`config.mk`:
```
export PLATFORM = sky130hd
export DESIGN_NAME = mcu_address_decode_paging
export DESIGN_NICKNAME = d
export VERILOG_FILES = /design/src/core/addr_decode_pkg.sv /design/src/core/mcu_address_decode_paging.sv /design/src/core/decode_term.sv
export SDC_FILE = /design/constraint.sdc
export NUM_CORES = 1
export LEC_CHECK = 0
export BUFFER_PORTS_ARGS = -buffer_cell sky130_fd_sc_hd__buf_2
export CORE_MARGIN = 3
export CORE_UTILIZATION = 40
export DETAILED_ROUTE_END_ITERATION = 10
export PLACE_DENSITY = 0.66
export REMOVE_ABC_BUFFERS = 1
export SYNTH_ARGS = -nofsm -noshare
export SYNTH_HDL_FRONTEND = slang
export SYNTH_SLANG_ARGS = --single-unit
```
`constraint.sdc`:
```
create_clock -name clk -period 5.5 [get_ports clk]
set_clock_uncertainty 0.1 [all_clocks]
set_input_delay 1.1 -clock clk [delete_from_list [all_inputs] [get_ports clk]]
set_output_delay 1.1 -clock clk [all_outputs]
set_load 0.005 [all_outputs]
```
`src/core/addr_decode_pkg.sv`:
```
// constants for the address decode and paging front end
package addr_decode_pkg;

    localparam int PAGE_W = 8;
    localparam int ADDR_W = 16;
    localparam int STROBE_W = 4;
    localparam int IBUS_W = PAGE_W + ADDR_W + STROBE_W;

    // input bus field positions: {page, address, rd, wr, latch strobe, chip select}
    localparam int IB_CS = 0;
    localparam int IB_STB = 1;
    localparam int IB_WR = 2;
    localparam int IB_RD = 3;
    localparam int IB_ADDR_LSB = 4;
    localparam int IB_PAGE_LSB = IB_ADDR_LSB + ADDR_W;

    // decode array shape
    localparam int NUM_FLASH_SEL = 8;
    localparam int NUM_SEC_SEL = 4;
    localparam int NUM_PERIPH_SEL = 3;
    localparam int NUM_SEL = 17;
    localparam int NUM_TERMS = 42;
    localparam int TERMS_PER_SECTOR = 3;
    localparam int SEL_SRAM = NUM_FLASH_SEL + NUM_SEC_SEL;
    localparam int SEL_WINDOW = SEL_SRAM + 1;
    localparam int SEL_PERIPH = SEL_WINDOW + 1;
    localparam int TERM_SEC0 = NUM_FLASH_SEL * TERMS_PER_SECTOR;
    localparam int TERM_SRAM = TERM_SEC0 + NUM_SEC_SEL * TERMS_PER_SECTOR;
    localparam int TERM_WINDOW = TERM_SRAM + 1;
    localparam int TERM_PERIPH = TERM_WINDOW + 1;

    // register window
    localparam logic [7:0] OFS_PAGE = 8'hE0;
    localparam logic [7:0] PAGE_RESET = 8'h00;
    localparam logic [15:0] WINDOW_BASE_DEFAULT = 16'hD000;

    // default memory map
    localparam logic [15:0] FLASH_BASE = 16'h8000;
    localparam logic [15:0] SEC_BASE = 16'h0000;
    localparam logic [15:0] SRAM_BASE = 16'hC000;
    localparam logic [15:0] PERIPH_BASE = 16'hE000;

    // host bus arrangements
    typedef enum logic [2:0] {
        BUS_MUX8 = 3'b001,
        BUS_NONMUX8 = 3'b010,
        BUS_MUX16 = 3'b100
    } bus_mode_e;

    // which select each product term feeds
    function automatic int term_output(input int t);
        if (t < TERM_SRAM)
            return t / TERMS_PER_SECTOR;
        else if (t == TERM_SRAM)
            return SEL_SRAM;
        else if (t == TERM_WINDOW)
            return SEL_WINDOW;
        else if (t < NUM_TERMS - 1)
            return SEL_PERIPH + t - TERM_PERIPH;
        else
            return SEL_PERIPH + NUM_PERIPH_SEL - 1;
    endfunction

    // default compare value per term
    function automatic logic [IBUS_W-1:0] term_value(input int t, input logic [15:0] win_base);
        logic [IBUS_W-1:0] v;
        v = '0;
        if (t < TERM_SEC0) begin
            v[IB_PAGE_LSB +: PAGE_W] = 8'(t / TERMS_PER_SECTOR);
            v[IB_ADDR_LSB +: ADDR_W] = FLASH_BASE;
        end else if (t < TERM_SRAM) begin
            v[IB_ADDR_LSB +: ADDR_W] = SEC_BASE | 16'(((t - TERM_SEC0) / TERMS_PER_SECTOR) << 13);
        end else if (t == TERM_SRAM) begin
            v[IB_ADDR_LSB +: ADDR_W] = SRAM_BASE;
        end else if (t == TERM_WINDOW) begin
            v[IB_ADDR_LSB +: ADDR_W] = win_base;
        end else begin
            v[IB_ADDR_LSB +: ADDR_W] = PERIPH_BASE | 16'((t - TERM_PERIPH) << 8);
        end
        return v;
    endfunction

    // default care mask per term (1 = bit compared)
    function automatic logic [IBUS_W-1:0] term_mask(input int t);
        logic [IBUS_W-1:0] m;
        m = '0;
        if (t < TERM_SEC0) begin
            m[IB_PAGE_LSB +: PAGE_W] = 8'hFF;
            m[IB_ADDR_LSB +: ADDR_W] = 16'hC000;
        end else if (t < TERM_SRAM) begin
            m[IB_ADDR_LSB +: ADDR_W] = 16'hE000;
        end else if (t == TERM_SRAM) begin
            m[IB_ADDR_LSB +: ADDR_W] = 16'hF800;
        end else begin
            m[IB_ADDR_LSB +: ADDR_W] = 16'hFF00;
        end
        return m;
    endfunction

    // default term enables: first term of each sector, every term from sram on except the last
    function automatic logic [NUM_TERMS-1:0] term_enables();
        logic [NUM_TERMS-1:0] e;
        e = '0;
        for (int t = 0; t < NUM_TERMS; t++) begin
            if (t >= TERM_SRAM || (t % TERMS_PER_SECTOR) == 0)
                e[t] = 1'b1;
        end
        e[NUM_TERMS-1] = 1'b0;
        return e;
    endfunction

endpackage

```
`src/core/mcu_address_decode_paging.sv`:
```
// address decode, paging and latched address output front end
// Notes on behaviour
// [RULE1] main flash: eight sectors, own selects
// [RULE2] secondary memory: four sectors, own selects
// [RULE3] scratchpad sram gets its own select
// [RULE4] every sector placed independently by parameters
// [RULE5] seventeen selects from forty-two product terms
// [RULE6] selects purely combinational from terms
// [RULE7] one input bus shared with user logic
// [RULE8] bus strobes also feed the logic inputs
// [RULE9] eight-bit page extends addresses for decode
// [RULE10] page changes remap flash sector blocks
// [RULE11] 256-byte register window at chosen base
// [RULE12] 8-bit multiplexed host: ports show latched address
// [RULE13] low nibble a3-a0, high a7-a4
// [RULE14] ports a/b as data or 16-bit bus
// [RULE15] host strobe captures multiplexed address
// [RULE16] chip select high disables memory selects
// [RULE17] window select on base match, low byte indexes
// [RULE18] host writes page before dependent accesses
`timescale 1ns/1ns
module mcu_address_decode_paging
    import addr_decode_pkg::*;
#(
    parameter logic [15:0] WINDOW_BASE = WINDOW_BASE_DEFAULT,
    parameter logic [NUM_TERMS*IBUS_W-1:0] TERM_VALUES = '0,
    parameter logic [NUM_TERMS*IBUS_W-1:0] TERM_MASKS = '0,
    parameter logic [NUM_TERMS-1:0] TERM_ENABLES = '0,
    parameter bit USE_DEFAULT_MAP = 1'b1
) (
    input wire logic clk,
    input wire logic rst_b,
    input wire logic [2:0] bus_mode,
    input wire logic port_a_addr_out_en,
    input wire logic port_b_addr_out_en,
    input wire logic address_latch_strobe,
    input wire logic rd_b,
    input wire logic wr_b,
    input wire logic chip_sel_in_b,
    input wire logic [7:0] ad_in,
    output logic [7:0] ad_out,
    output logic ad_oe_b,
    input wire logic [7:0] addr_hi_in,
    input wire logic [7:0] port_a_in,
    output logic [7:0] port_a_out,
    output logic port_a_oe_b,
    input wire logic [7:0] port_b_in,
    output logic [7:0] port_b_out,
    output logic port_b_oe_b,
    output logic [NUM_FLASH_SEL-1:0] flash_sel,
    output logic [NUM_SEC_SEL-1:0] sec_sel,
    output logic sram_sel,
    output logic register_window_select,
    output logic [NUM_PERIPH_SEL-1:0] periph_sel,
    output logic [7:0] reg_index,
    output logic [IBUS_W-1:0] pld_input_bus
);

    // reset release through two flops
    logic rst_meta_q;
    logic rst_sync_q;
    always_ff @(posedge clk or negedge rst_b) begin
        if (!rst_b) begin
            rst_meta_q <= 1'b0;
            rst_sync_q <= 1'b0;
        end else begin
            rst_meta_q <= 1'b1;
            rst_sync_q <= rst_meta_q;
        end
    end

    // two-flop synchronisers for every pin input
    localparam int SYNC_W = 3 + 2 + 4 + 8 + 8 + 8 + 8;
    logic [SYNC_W-1:0] pins_raw;
    logic [SYNC_W-1:0] pins_meta_q;
    logic [SYNC_W-1:0] pins_q;
    assign pins_raw = {bus_mode, port_a_addr_out_en, port_b_addr_out_en, address_latch_strobe,
                       rd_b, wr_b, chip_sel_in_b, ad_in, addr_hi_in, port_a_in, port_b_in};
    always_ff @(posedge clk or negedge rst_sync_q) begin
        if (!rst_sync_q) begin
            pins_meta_q <= '1;
            pins_q <= '1;
        end else begin
            pins_meta_q <= pins_raw;
            pins_q <= pins_meta_q;
        end
    end

    // named views of synchronised pins
    wire logic [2:0] mode_s = pins_q[SYNC_W-1 -: 3];
    wire logic pa_addr_en_s = pins_q[SYNC_W-4];
    wire logic pb_addr_en_s = pins_q[SYNC_W-5];
    wire logic strobe_s = pins_q[35];
    wire logic rd_b_s = pins_q[34];
    wire logic wr_b_s = pins_q[33];
    wire logic cs_b_s = pins_q[32];
    wire logic [7:0] ad_s = pins_q[31:24];
    wire logic [7:0] hi_s = pins_q[23:16];
    wire logic [7:0] pa_s = pins_q[15:8];
    wire logic [7:0] pb_s = pins_q[7:0];

    // mode decode
    wire logic mode_mux8 = (mode_s == BUS_MUX8);
    wire logic mode_nonmux = (mode_s == BUS_NONMUX8);
    wire logic mode_mux16 = (mode_s == BUS_MUX16);
    wire logic addr_is_muxed = mode_mux8 || mode_mux16; // [RULE12]

    // address phase source and latch
    logic [7:0] addr_lo_q;
    logic [7:0] addr_hi_q;
    wire logic [7:0] lo_src = mode_mux16 ? pa_s : ad_s; // [RULE14]
    wire logic [7:0] hi_src = mode_mux16 ? pb_s : hi_s;
    always_ff @(posedge clk or negedge rst_sync_q) begin
        if (!rst_sync_q) begin
            addr_lo_q <= 8'h00;
            addr_hi_q <= 8'h00;
        end else if (strobe_s) begin
            addr_lo_q <= lo_src; // [RULE15]
            addr_hi_q <= hi_src;
        end
    end

    // effective address seen by the decoder
    wire logic [7:0] addr_lo = addr_is_muxed ? addr_lo_q : ad_s;
    wire logic [7:0] addr_hi = mode_mux16 ? addr_hi_q : hi_s;
    wire logic [15:0] addr_full = {addr_hi, addr_lo};

    // page register
    logic [7:0] page_q;

    // shared input bus: page, address, bus strobes, chip select
    assign pld_input_bus = {page_q, addr_full, rd_b_s, wr_b_s, strobe_s, cs_b_s}; // [RULE7] [RULE8] [RULE9]

    // product term array
    logic [NUM_TERMS-1:0] term_hit;
    localparam logic [NUM_TERMS-1:0] DEFAULT_ENABLES = term_enables();
    genvar t;
    generate
        for (t = 0; t < NUM_TERMS; t++) begin : g_term
            localparam logic [IBUS_W-1:0] TV = USE_DEFAULT_MAP ? term_value(t, WINDOW_BASE)
                                                               : TERM_VALUES[t*IBUS_W +: IBUS_W];
            localparam logic [IBUS_W-1:0] TM = USE_DEFAULT_MAP ? term_mask(t)
                                                               : TERM_MASKS[t*IBUS_W +: IBUS_W];
            localparam bit TE = USE_DEFAULT_MAP ? DEFAULT_ENABLES[t] : TERM_ENABLES[t];
            decode_term #(.VALUE(TV), .MASK(TM), .ENABLE(TE)) u_term ( // [RULE4] [RULE10]
                .ibus(pld_input_bus),
                .hit(term_hit[t])
            );
        end
    endgenerate

    // or the terms into seventeen selects, gated by chip select
    logic [NUM_SEL-1:0] sel_raw;
    genvar o;
    generate
        for (o = 0; o < NUM_SEL; o++) begin : g_sel
            logic [NUM_TERMS-1:0] feed;
            for (genvar k = 0; k < NUM_TERMS; k++) begin : g_feed
                assign feed[k] = (term_output(k) == o) ? term_hit[k] : 1'b0;
            end
            assign sel_raw[o] = (|feed) && !cs_b_s; // [RULE5] [RULE6] [RULE16]
        end
    endgenerate

    // select outputs
    assign flash_sel = sel_raw[NUM_FLASH_SEL-1:0]; // [RULE1]
    assign sec_sel = sel_raw[NUM_FLASH_SEL +: NUM_SEC_SEL]; // [RULE2]
    assign sram_sel = sel_raw[SEL_SRAM]; // [RULE3]
    assign register_window_select = sel_raw[SEL_WINDOW]; // [RULE11] [RULE17]
    assign periph_sel = sel_raw[SEL_PERIPH +: NUM_PERIPH_SEL];
    assign reg_index = addr_lo; // [RULE17]

    // register write and read qualification
    logic wr_b_d1_q;
    always_ff @(posedge clk or negedge rst_sync_q) begin
        if (!rst_sync_q)
            wr_b_d1_q <= 1'b1;
        else
            wr_b_d1_q <= wr_b_s;
    end
    wire logic page_hit = register_window_select && (addr_lo == OFS_PAGE);
    wire logic wr_fall = wr_b_d1_q && !wr_b_s;
    wire logic [7:0] wdata = mode_mux8 ? ad_s : pa_s;
    wire logic page_wr = page_hit && wr_fall;
    wire logic win_rd = register_window_select && !rd_b_s;

    // page register update
    always_ff @(posedge clk or negedge rst_sync_q) begin
        if (!rst_sync_q)
            page_q <= PAGE_RESET;
        else if (page_wr)
            page_q <= wdata; // [RULE9] [RULE18]
    end

    // read data register; unmodelled offsets read zero
    logic [7:0] rdata_q;
    logic win_rd_q;
    always_ff @(posedge clk or negedge rst_sync_q) begin
        if (!rst_sync_q) begin
            rdata_q <= 8'h00;
            win_rd_q <= 1'b0;
        end else begin
            rdata_q <= page_hit ? page_q : 8'h00;
            win_rd_q <= win_rd;
        end
    end

    // latched address and data drive on the pins
    logic [7:0] pa_out_q;
    logic [7:0] pb_out_q;
    wire logic pa_as_addr = pa_addr_en_s && mode_mux8; // [RULE13]
    wire logic pb_as_addr = pb_addr_en_s && (mode_mux8 || mode_nonmux); // [RULE13]
    wire logic pa_as_data = (mode_nonmux || mode_mux16) && win_rd_q; // [RULE14]
    always_ff @(posedge clk or negedge rst_sync_q) begin
        if (!rst_sync_q) begin
            pa_out_q <= 8'h00;
            pb_out_q <= 8'h00;
        end else begin
            pa_out_q <= pa_as_addr ? addr_lo : rdata_q;
            pb_out_q <= addr_lo; // [RULE12]
        end
    end

    assign ad_out = rdata_q;
    assign ad_oe_b = !(mode_mux8 && win_rd_q && rst_sync_q);
    assign port_a_out = pa_out_q;
    assign port_a_oe_b = !((pa_as_addr || pa_as_data) && rst_sync_q);
    assign port_b_out = pb_out_q;
    assign port_b_oe_b = !(pb_as_addr && rst_sync_q);

endmodule

```
`src/core/decode_term.sv`:
```
// one product term of the address decode array
`timescale 1ns/1ns
module decode_term
    import addr_decode_pkg::*;
#(
    parameter logic [IBUS_W-1:0] VALUE = '0,
    parameter logic [IBUS_W-1:0] MASK = '0,
    parameter bit ENABLE = 1'b1
) (
    input wire logic [IBUS_W-1:0] ibus,
    output logic hit
);

    // masked compare, no storage
    assign hit = ENABLE && (((ibus ^ VALUE) & MASK) == '0);

endmodule

```
==> After elaboration in Yosys (flattened, before gate mapping) <==
Cells that the tools add are included.
{ "classes": {"n_eq_ne": 4, "n_mux": 7, "n_bitwise": 16, "n_reduce_logical": 55} }
{ "op_table": {"columns": ["operator", "count"], "rows": [
  ["$logic_not 28->1", 17],
  ["$mux 8", 7],
  ["$logic_and 1x1->1", 28],
  ["$not 3->3", 5],
  ["$not 4->4", 3],
  ["$not 2->2", 5],
  ["$eq 8x8->1 const B", 1],
  ["$logic_not 1->1", 6],
  ["$logic_or 1x1->1", 4],
  ["$eq 3x1->1 const B", 1],
  ["$eq 3x2->1 const B", 1],
  ["$eq 3x3->1 const B", 1],
  ["$not 1->1", 3]
]} }
{ "totals": {"regBits": 134, "in_bits": 43, "output_inout_bits": 80} }

==> Depth between registers and ports, before layout <==
Gate-level depths: netlist of the first run.
{ "depth": {"depth_word": 7, "mapped_depth": 8, "mapped_depth_nobuf": 5} }

==> Modules after synthesis <==
From an unflattened synthesis of the first run, not the netlist that was laid out.
{ "unflattened": {"cells_unflattened": 398, "hier_area_um2": 5393.9} }
{ "by_module_without_submodules": {"columns": ["mod", "instances", "cells_each", "area_per_inst_um2", "seq_area_each_um2"], "rows": [
  ["mcu_address_decode_paging", 1, 306, 4704.5, 3457.1],
  ["decode_term (g_term[10].u_term ...)", 25, 2, 11.3, 0.0],
  ["decode_term (g_term[15].u_term ...)", 2, 3, 33.8, 0.0],
  ["decode_term (g_term[3].u_term ...)", 2, 3, 32.5, 0.0],
  ["decode_term (g_term[39].u_term ...)", 2, 3, 27.5, 0.0],
  ["decode_term (g_term[37].u_term ...)", 2, 3, 26.3, 0.0],
  ["decode_term (g_term[12].u_term)", 1, 3, 31.3, 0.0],
  ["decode_term (g_term[0].u_term)", 1, 3, 30.0, 0.0],
  ["decode_term (g_term[21].u_term)", 1, 3, 25.0, 0.0],
  ["decode_term (g_term[27].u_term ...)", 2, 1, 12.5, 0.0],
  ["decode_term (g_term[9].u_term)", 1, 3, 23.8, 0.0],
  ["decode_term (g_term[36].u_term)", 1, 2, 13.8, 0.0],
  ["decode_term (g_term[24].u_term)", 1, 1, 10.0, 0.0],
  ["decode_term (g_term[33].u_term)", 1, 1, 8.8, 0.0]
]} }

==> Worst setup path after synthesis of the first run <==
No wires, ideal clock.
{ "synth_timing": {"path_type": "reg2out", "start": "register rst_sync_q", "end": "output ad_oe_b", "arrival_time_ns": 3.385, "path_slack_ns": 0.915, "stages_incl_launch_ff": 2, "path_cell_list": "dfrtp_1 > nand3_1"} }
{ "synth_via": {"elab_chain_cells": 2} }
{ "synth_rtl": {"columns": ["item", "line_no", "source"], "rows": [
  ["from (decl)", "mcu_address_decode_paging.sv:61", "logic rst_sync_q;"],
  ["from (signal assigned)", "mcu_address_decode_paging.sv:68", "rst_sync_q <= rst_meta_q;"],
  ["$logic_and 1x1->1", "mcu_address_decode_paging.sv:225", "assign ad_oe_b = !(mode_mux8 && win_rd_q && rst_sync_q);"],
  ["$logic_not 1->1", "mcu_address_decode_paging.sv:225", null],
  ["to (decl)", "mcu_address_decode_paging.sv:42", "output logic ad_oe_b,"]
]} }
No other way between the ends.

==> Worst setup path in the final report of the first run <==
{ "layout_timing": {"start": "register pins_q[40]", "end": "output flash_sel[6]"} }
{ "layout_via": {"elab_chain_cells": 5} }
{ "layout_rtl": {"columns": ["item", "line_no", "source"], "rows": [
  ["from (decl)", "mcu_address_decode_paging.sv:76", "logic [SYNC_W-1:0] pins_q;"],
  ["from (signal assigned)", "mcu_address_decode_paging.sv:85", "pins_q <= pins_meta_q;"],
  ["$eq 3x3->1 (*)", "mcu_address_decode_paging.sv:105", "wire logic mode_mux16 = (mode_s == BUS_MUX16);"],
  ["$mux 8 (*)", "mcu_address_decode_paging.sv:125", "wire logic [7:0] addr_hi = mode_mux16 ? addr_hi_q : hi_s;"],
  ["$not 3->3 (no line)", null, null],
  ["$logic_not 28->1 (*)", "decode_term.sv:15", "assign hit = ENABLE && (((ibus ^ VALUE) & MASK) == '0);"],
  ["$logic_and 1x1->1 (*)", "mcu_address_decode_paging.sv:161", "assign sel_raw[o] = (|feed) && !cs_b_s;"],
  ["to (decl)", "mcu_address_decode_paging.sv:50", "output logic [NUM_FLASH_SEL-1:0] flash_sel,"]
]} }
Mark *: on every way between the ends. The rest lies on a longest branch, timed or not.

==> key figures, run 1 <==
Clocking
  – CTS Buf Count: 17
  – Clock Path Buffers: 2
  – CTS Hold Bufs: 0
  – Sink Count: roughly 130
  – Post-CTS resize count: 0
  – CTS tree: yes
  – Post-CTS setup buffers: 0
  – Root Driver: clkbuf_16
  – Clk slew on worst S/H paths: 0.05 ns
  – Htree depth: 4
  – Worst-Skew Late Latency: roughly 0.40 ns

Final layout
  – Final cell count without fillers: 628
  – Layout cells sized above 1: 0.569
  – Final Core Density: 0.526
  – Diodes inserted: 0
  – Final nets: a little over 500
  – Multi-input logic area: 0.00122 sq mm
  – Reg area: around 0.0035 sq mm
  – Fill cells: 977
  – Area grow syn2layout: 26.5%

Floorplanning
  – Std-Cell Rows: 39
  – Die W: about 120 microns
  – IO Pins: 123
  – Die H: 116 microns
  – Die ar.: 0.0135 sq mm
  – Core ar.: 0.0117 sq mm
  – Initial core utilization: 0.416

Critical path
  – Req. time, crit path: 4.30 ns
  – CP Data Arrival Time: 2.70 ns
  – Crit-path max FO: 25
  – Worst Setup End Kind: primary output
  – Setup CP Type: register to primary output
  – Type of origin of the critical path: register

Global route
  – First-pass GRT wire length: between 15 and 20 mm
  – Largest net degree at the start of global routing: 72
  – Vias in the first global route: 3014
  – Total track usage: 0.157
  – Initial antenna violation count: 0
  – Grt ovf: 0

Synthesis
  – Post-synthesis instance total: between 300 and 400
  – Flops & latches, synth: ~130
  – Synth Warn #: 0
  – Synth top area share: 0.449
  – Sequential share of the synthesized area: 0.712
  – Post-synth top area cell: dfstp_2
  – Distinct cell type count of the synthesized netlist: 38
  – Netlist Area Pre-Place: 0.00485 sq mm
  – Top cells by area, synth: dfstp_2 45%, dfrtp_1 26%, mux2_2 5.8%
  – Synth Area per Inst: 13.8 sq um

Detailed routing
  – Drt drc: 0
  – Vias per cell: 4.85
  – Via count: 3046
  – WL final: 10.1 mm
  – Detailed-route wire length per cell: 16.1 microns
  – Antenna violation net count after detailed routing: 0
  – DR iter-0 viols: 220
  – DRT Pass-1 Iters: 4

Placed design
  – GPL Wtd Cong: 0.911
  – IO Port Bufs: 122
  – Placed cells: 596
  – Hpwl dp: a little over 7 mm
  – Setup slack at placement: just over 2 ns

STA
  – Final worst-path cycle share: 0.709
  – Setup violators final: 0
  – Final Max Slew Viols: 0
  – Max Fclk: 256 MHz
  – Worst-margin pin slew: 0.929 ns
  – Slew headroom: 0.378
  – Min Clock Period, post-route: 3.90 ns
  – Final WS setup: 1.60 ns
  – RSZ-0062 raised after global routing: no
  – Setup TNS: 0 ns
  – Final Hold Vio Count: 0

Hold path
  – Worst hold path type: register to register

Power and ir drop
  – Pleak: 2.87 nW
  – Tot Pwr: roughly 2.4 mW
  – Power Density: 387 mW/mm^2
  – Max IR drop VDD: around 180 uV

Job
  – Max-cap violations: 0

Run status
  – Run status: complete, no violations
==> path summary, 6_finish.rpt <==
check                           slack [ns]       start  cells past startpoint           end
min in group asynchronous             0.32  rst_sync_q                      0     page_q[3]
max in group asynchronous             3.65  rst_sync_q                      1  addr_hi_q[2]
worst min register to register        0.25  rst_meta_q                      0    rst_sync_q
worst max register to register        2.30  pins_q[40]                      5     page_q[3]
worst min-delay path                  0.25  rst_meta_q                      0    rst_sync_q
worst max-delay path                  1.60  pins_q[40]                      5  flash_sel[6]
==> cells by family (layout without fill, tap and decap cells) <==
family          count (synthesis)  count (layout)  share of synthesized area
compound gates                 35              35                     0.0438
simple gates                  116             116                      0.120
mux                            33              33                     0.0827
xor+xnor                        2               2                    0.00361
other cells                     1               1                   0.000772
flops                         134             134                      0.712
buf+inv                        32             164                     0.0369
==> cell usage in the layout (no fill, tap or decap), drive strengths merged, types with 3 or more instances in the layout <==
cell type,n
nand3b,4
dfstp,83
nor3b,3
or4b,3
inv,11
dfrtp,51
nand3,3
a21oi,8
clkbuf,20
nor2,30
nor4b,3
nor3,9
buf,125
o21ai,6
and2,14
mux2,33
clkinv,4
nand4,3
nand2,37
a31oi,14
==> Yosys cell counts <==
| cell | count |
|---|---|
| dfstp_2 | 83 |
| buf_1 | 3 |
| xor2_1 | 1 |
| nor3_1 | 8 |
| nor4_1 | 2 |
| or3b_1 | 1 |
| nand3_1 | 3 |
| nor2_1 | 30 |
| and2_1 | 14 |
| a211oi_1 | 2 |
| buf_2 | 2 |
| nor2b_1 | 1 |
| a21oi_1 | 8 |
| a31oi_1 | 14 |
| mux2_2 | 25 |
| nor3_2 | 1 |
| conb_1 | 1 |
| buf_4 | 13 |
| nand4b_1 | 2 |
| o31ai_1 | 1 |
| nand2b_1 | 1 |
| dfrtp_1 | 51 |
| nor4b_1 | 3 |
| a21o_1 | 1 |
| a31o_2 | 1 |
| nand3b_1 | 4 |
| o21a_1 | 1 |
| nand2_1 | 37 |
| nand4_1 | 3 |
| buf_6 | 1 |
| inv_1 | 7 |
| xnor2_1 | 1 |
| o21ai_0 | 6 |
| or4b_1 | 3 |
| clkbuf_1 | 6 |
| o2111ai_1 | 1 |
| mux2_4 | 8 |
| nor3b_1 | 3 |
==> critical path, cell delays in order (launching register included) <==
cell	delay (ns)
dfstp_2	0.57
or3b_1	0.70
o31ai_1	0.56
nand2_1	0.14
nor3_1	0.18
buf_2	0.14
==> layout make-up <==
| class | instances | area share |
|---|---|---|
| tap | 143 | 0.0291 |
| timing repair buffer | 125 | 0.103 |
| sequential | 134 | 0.564 |
| inverter | 7 | 0.00428 |
| clock inverter | 12 | 0.0224 |
| clock buffer | 20 | 0.0781 |
| multi-input combinational | 187 | 0.199 |
==> routing by layer <==
layer / GRT usage / part of all wire / up-vias
met5: 0 / 0 / -
met4: 0.0588 / 0.013 / 0
met3: 0.0399 / 0.050 / 12
met2: 0.248 / 0.49 / 108
met1: 0.211 / 0.45 / 1504
li1: - / - / 1422
==> stage by stage <==
stage | hold slack, ns | area [sq um]
CTS | 0.249 | 6140
global route | 0.257 | 6140
floorplan | 0.231 | 4700
finish | 0.246 | 6140
global placement | 0.237 | 5520
detailed placement | 0.236 | 5520
==> sequential cells by signal, indices dropped and copies added, names as in the netlist <==
name         count
port_a_out       8
wr_b_d1_q        1
rst_meta_q       1
ad_out           8
page_q           8
port_b_out       8
addr_hi_q        8
rst_sync_q       1
win_rd_q         1
pins_meta_q     41
addr_lo_q        8
pins_q          41
==> where the power goes <==
part / total (mW) / internal, mW / switching, mW
Clock: 1.14 / 0.727 / 0.417
Combinational: 0.123 / 0.0582 / 0.0651
Sequential: 1.11 / 1.06 / 0.0443
(Power assumes the default switching activity.)
==> run 2, diff against run 1 <==
Settings changed: PLACE_DENSITY 0.66 to 0.68.
Clock period 5.5 ns to 3.2 ns, I/O delays scaled along.
==> run 2 against run 1 <==
Compared with the run above:
- clock power grew 54%
- combinational power grew 91%
- non-clock buffer count grew 11
- highest routed layer unchanged
==> key figures, run 2 (synthesis gave the netlist of run 1 again) <==
Critical path
  – Reg2reg end: page_q[4]
  – Crit-path max FO: 7
  – CP top delay family: simple AND/OR/NAND/NOR gates
  – RR Startpoint: pins_q[40]
  – Req. time, crit path: 2.46 ns
  – Buf+Inv Stages, Crit Path: 1
  – Critical Path Source: pins_q[40]
  – CP Data Arrival Time: 2.34 ns
  – Reg2Reg Setup Slack: 0.38 ns
  – Reg2Reg Depth: 6
  – CP Capture Point: periph_sel[2]
  – Slowest stage cell, crit path: dfstp_2
  – Max stage delay on crit path: 0.58 ns
  – Setup CP Type: register to primary output
  – Worst Setup End Kind: primary output
  – Cells along the critical path: or3b_4 -> nor4_1 -> o21ai_1 -> nor4b_1 -> buf_2
  – Critical path depth: 5
  – Type of origin of the critical path: register

Floorplanning
  – Die ar.: 0.0135 sq mm
  – IO Pins: 123
  – Std-Cell Rows: 39
  – Die H: about 120 microns
  – Die W: 116 microns
  – Initial core utilization: 0.416
  – Core ar.: around 0.012 sq mm

Clocking
  – Sink Count: 134
  – Worst-Skew Late Latency: 0.41 ns
  – CTS tree: yes
  – Htree depth: 4
  – Root Driver: clkbuf_16
  – Clk slew on worst S/H paths: 0.06 ns
  – Clock Path Buffers: 2
  – CTS Buf Count: 17

STA
  – RSZ-0062 raised after global routing: no
  – Final Max Slew Viols: 0
  – Final Hold Vio Count: 0
  – Setup violators final: 0
  – Final worst-path cycle share: 0.961
  – Setup TNS: 0 ns
  – Worst-margin pin slew: 0.889 ns
  – Max Fclk: 325 MHz
  – Slew headroom: 0.408
  – Min Clock Period, post-route: 3.08 ns
  – Fin Hold WS: 0.110 ns

Global route
  – Total track usage: 0.158
  – Grt ovf: 0
  – Vias in the first global route: 3199
  – Initial antenna violation count: 0
  – First-pass GRT wire length: roughly 16 mm
  – Largest net degree at the start of global routing: between 70 and 80

Hold path
  – Worst hold path type: register to async pin

Run status
  – Run status: complete, no violations

Detailed routing
  – DRT Pass-1 Iters: 4
  – Detailed-route wire length per cell: 15.9 microns
  – Drt drc: 0
  – Via count: 3110
  – WL final: 10.2 mm
  – DR iter-0 viols: 293
  – Antenna violation net count after detailed routing: 0
  – Vias per cell: 4.86

Power and ir drop
  – Power Density: 628 mW/mm^2
  – Tot Pwr: 3.88 mW
  – Pleak: 2.89 nW
  – Max IR drop VDD: 287 uV

Final layout
  – Multi-input logic area: 0.00124 sq mm
  – Top Registers: pins_meta_q (41), pins_q (41)
  – Final Core Density: 0.529
  – Most frequent cells in the layout: 122 x buf_2, 83 x dfstp_2, 50 x dfrtp_1
  – Reg area: 0.00346 sq mm
  – Commonest non-fill, non-tap cell in the layout: buf_2
  – Diodes inserted: 0
  – Area grow syn2layout: 27.1%
  – Final nets: between 500 and 600
  – Fill cells: between 900 and 1000
  – Layout cells sized above 1: 0.581
  – Post-route cell area: 0.00617 sq mm

Placed design
  – Hpwl dp: 7.40 mm
  – GPL Wtd Cong: 0.922
  – IO Port Bufs: approximately 120
  – Placement Cell Area: 0.00557 sq mm

Job
  – Max-cap violations: 0
run 2: per-layer routing:
| layer | routed length (microns) | GRT usage | part of all wire | up-vias |
|---|---|---|---|---|
| met5 | 0 | 0 | 0 | - |
| met4 | 167 | 0.0812 | 0.016 | 0 |
| met3 | 508 | 0.0358 | 0.050 | 11 |
| met2 | 5050 | 0.249 | 0.50 | 121 |
| met1 | 4460 | 0.206 | 0.44 | 1534 |
| li1 | - | - | - | 1444 |
run 2: area by class of cell:
cell class                 count  share of cell area
tap                          143              0.0290
clock buffer                  19              0.0702
multi-input combinational    188               0.202
clock inverter                13              0.0178
inverter                       7             0.00426
timing repair buffer         136               0.116
sequential                   134               0.561
run 2: worst min-delay path by stage:
stage | endpoint | depth (start not counted) | start
2_1_floorplan | rst_sync_q | 0 | rst_meta_q
3_5_place_dp | win_rd_q | 0 | rst_sync_q
4_1_cts | win_rd_q | 0 | rst_sync_q
6_report | win_rd_q | 0 | rst_sync_q
3_3_place_gp | addr_hi_q[1] | 0 | rst_sync_q
5_1_grt | win_rd_q | 0 | rst_sync_q
run 2: per-stage QoR:
step | instances | setup WS (ns)
final | 640 | 0.125
after global routing | 640 | 0.0393
after CTS | 635 | 0.0586
after detailed placement | 602 | 0.306
after global placement | 602 | 0.363
after floorplan | 328 | -0.925
run 2: what timing repair did:
action / CTS / global route
endpoints found under the hold margin: 2 / 0
cloned: 0 / 1
gates resized for setup: 2 / 2
hold buffers: 1 / 0
setup buffers: 0 / 4
setup endpoints to repair: 12 / 4
run 2: power by group:
part,switching [mW],leakage [nW],internal [mW],total (mW)
Sequential,0.0649,1.52,1.83,1.89
Clock,0.688,0.263,1.06,1.75
Combinational,0.126,1.11,0.109,0.235
Total,0.879,2.89,3.00,3.88
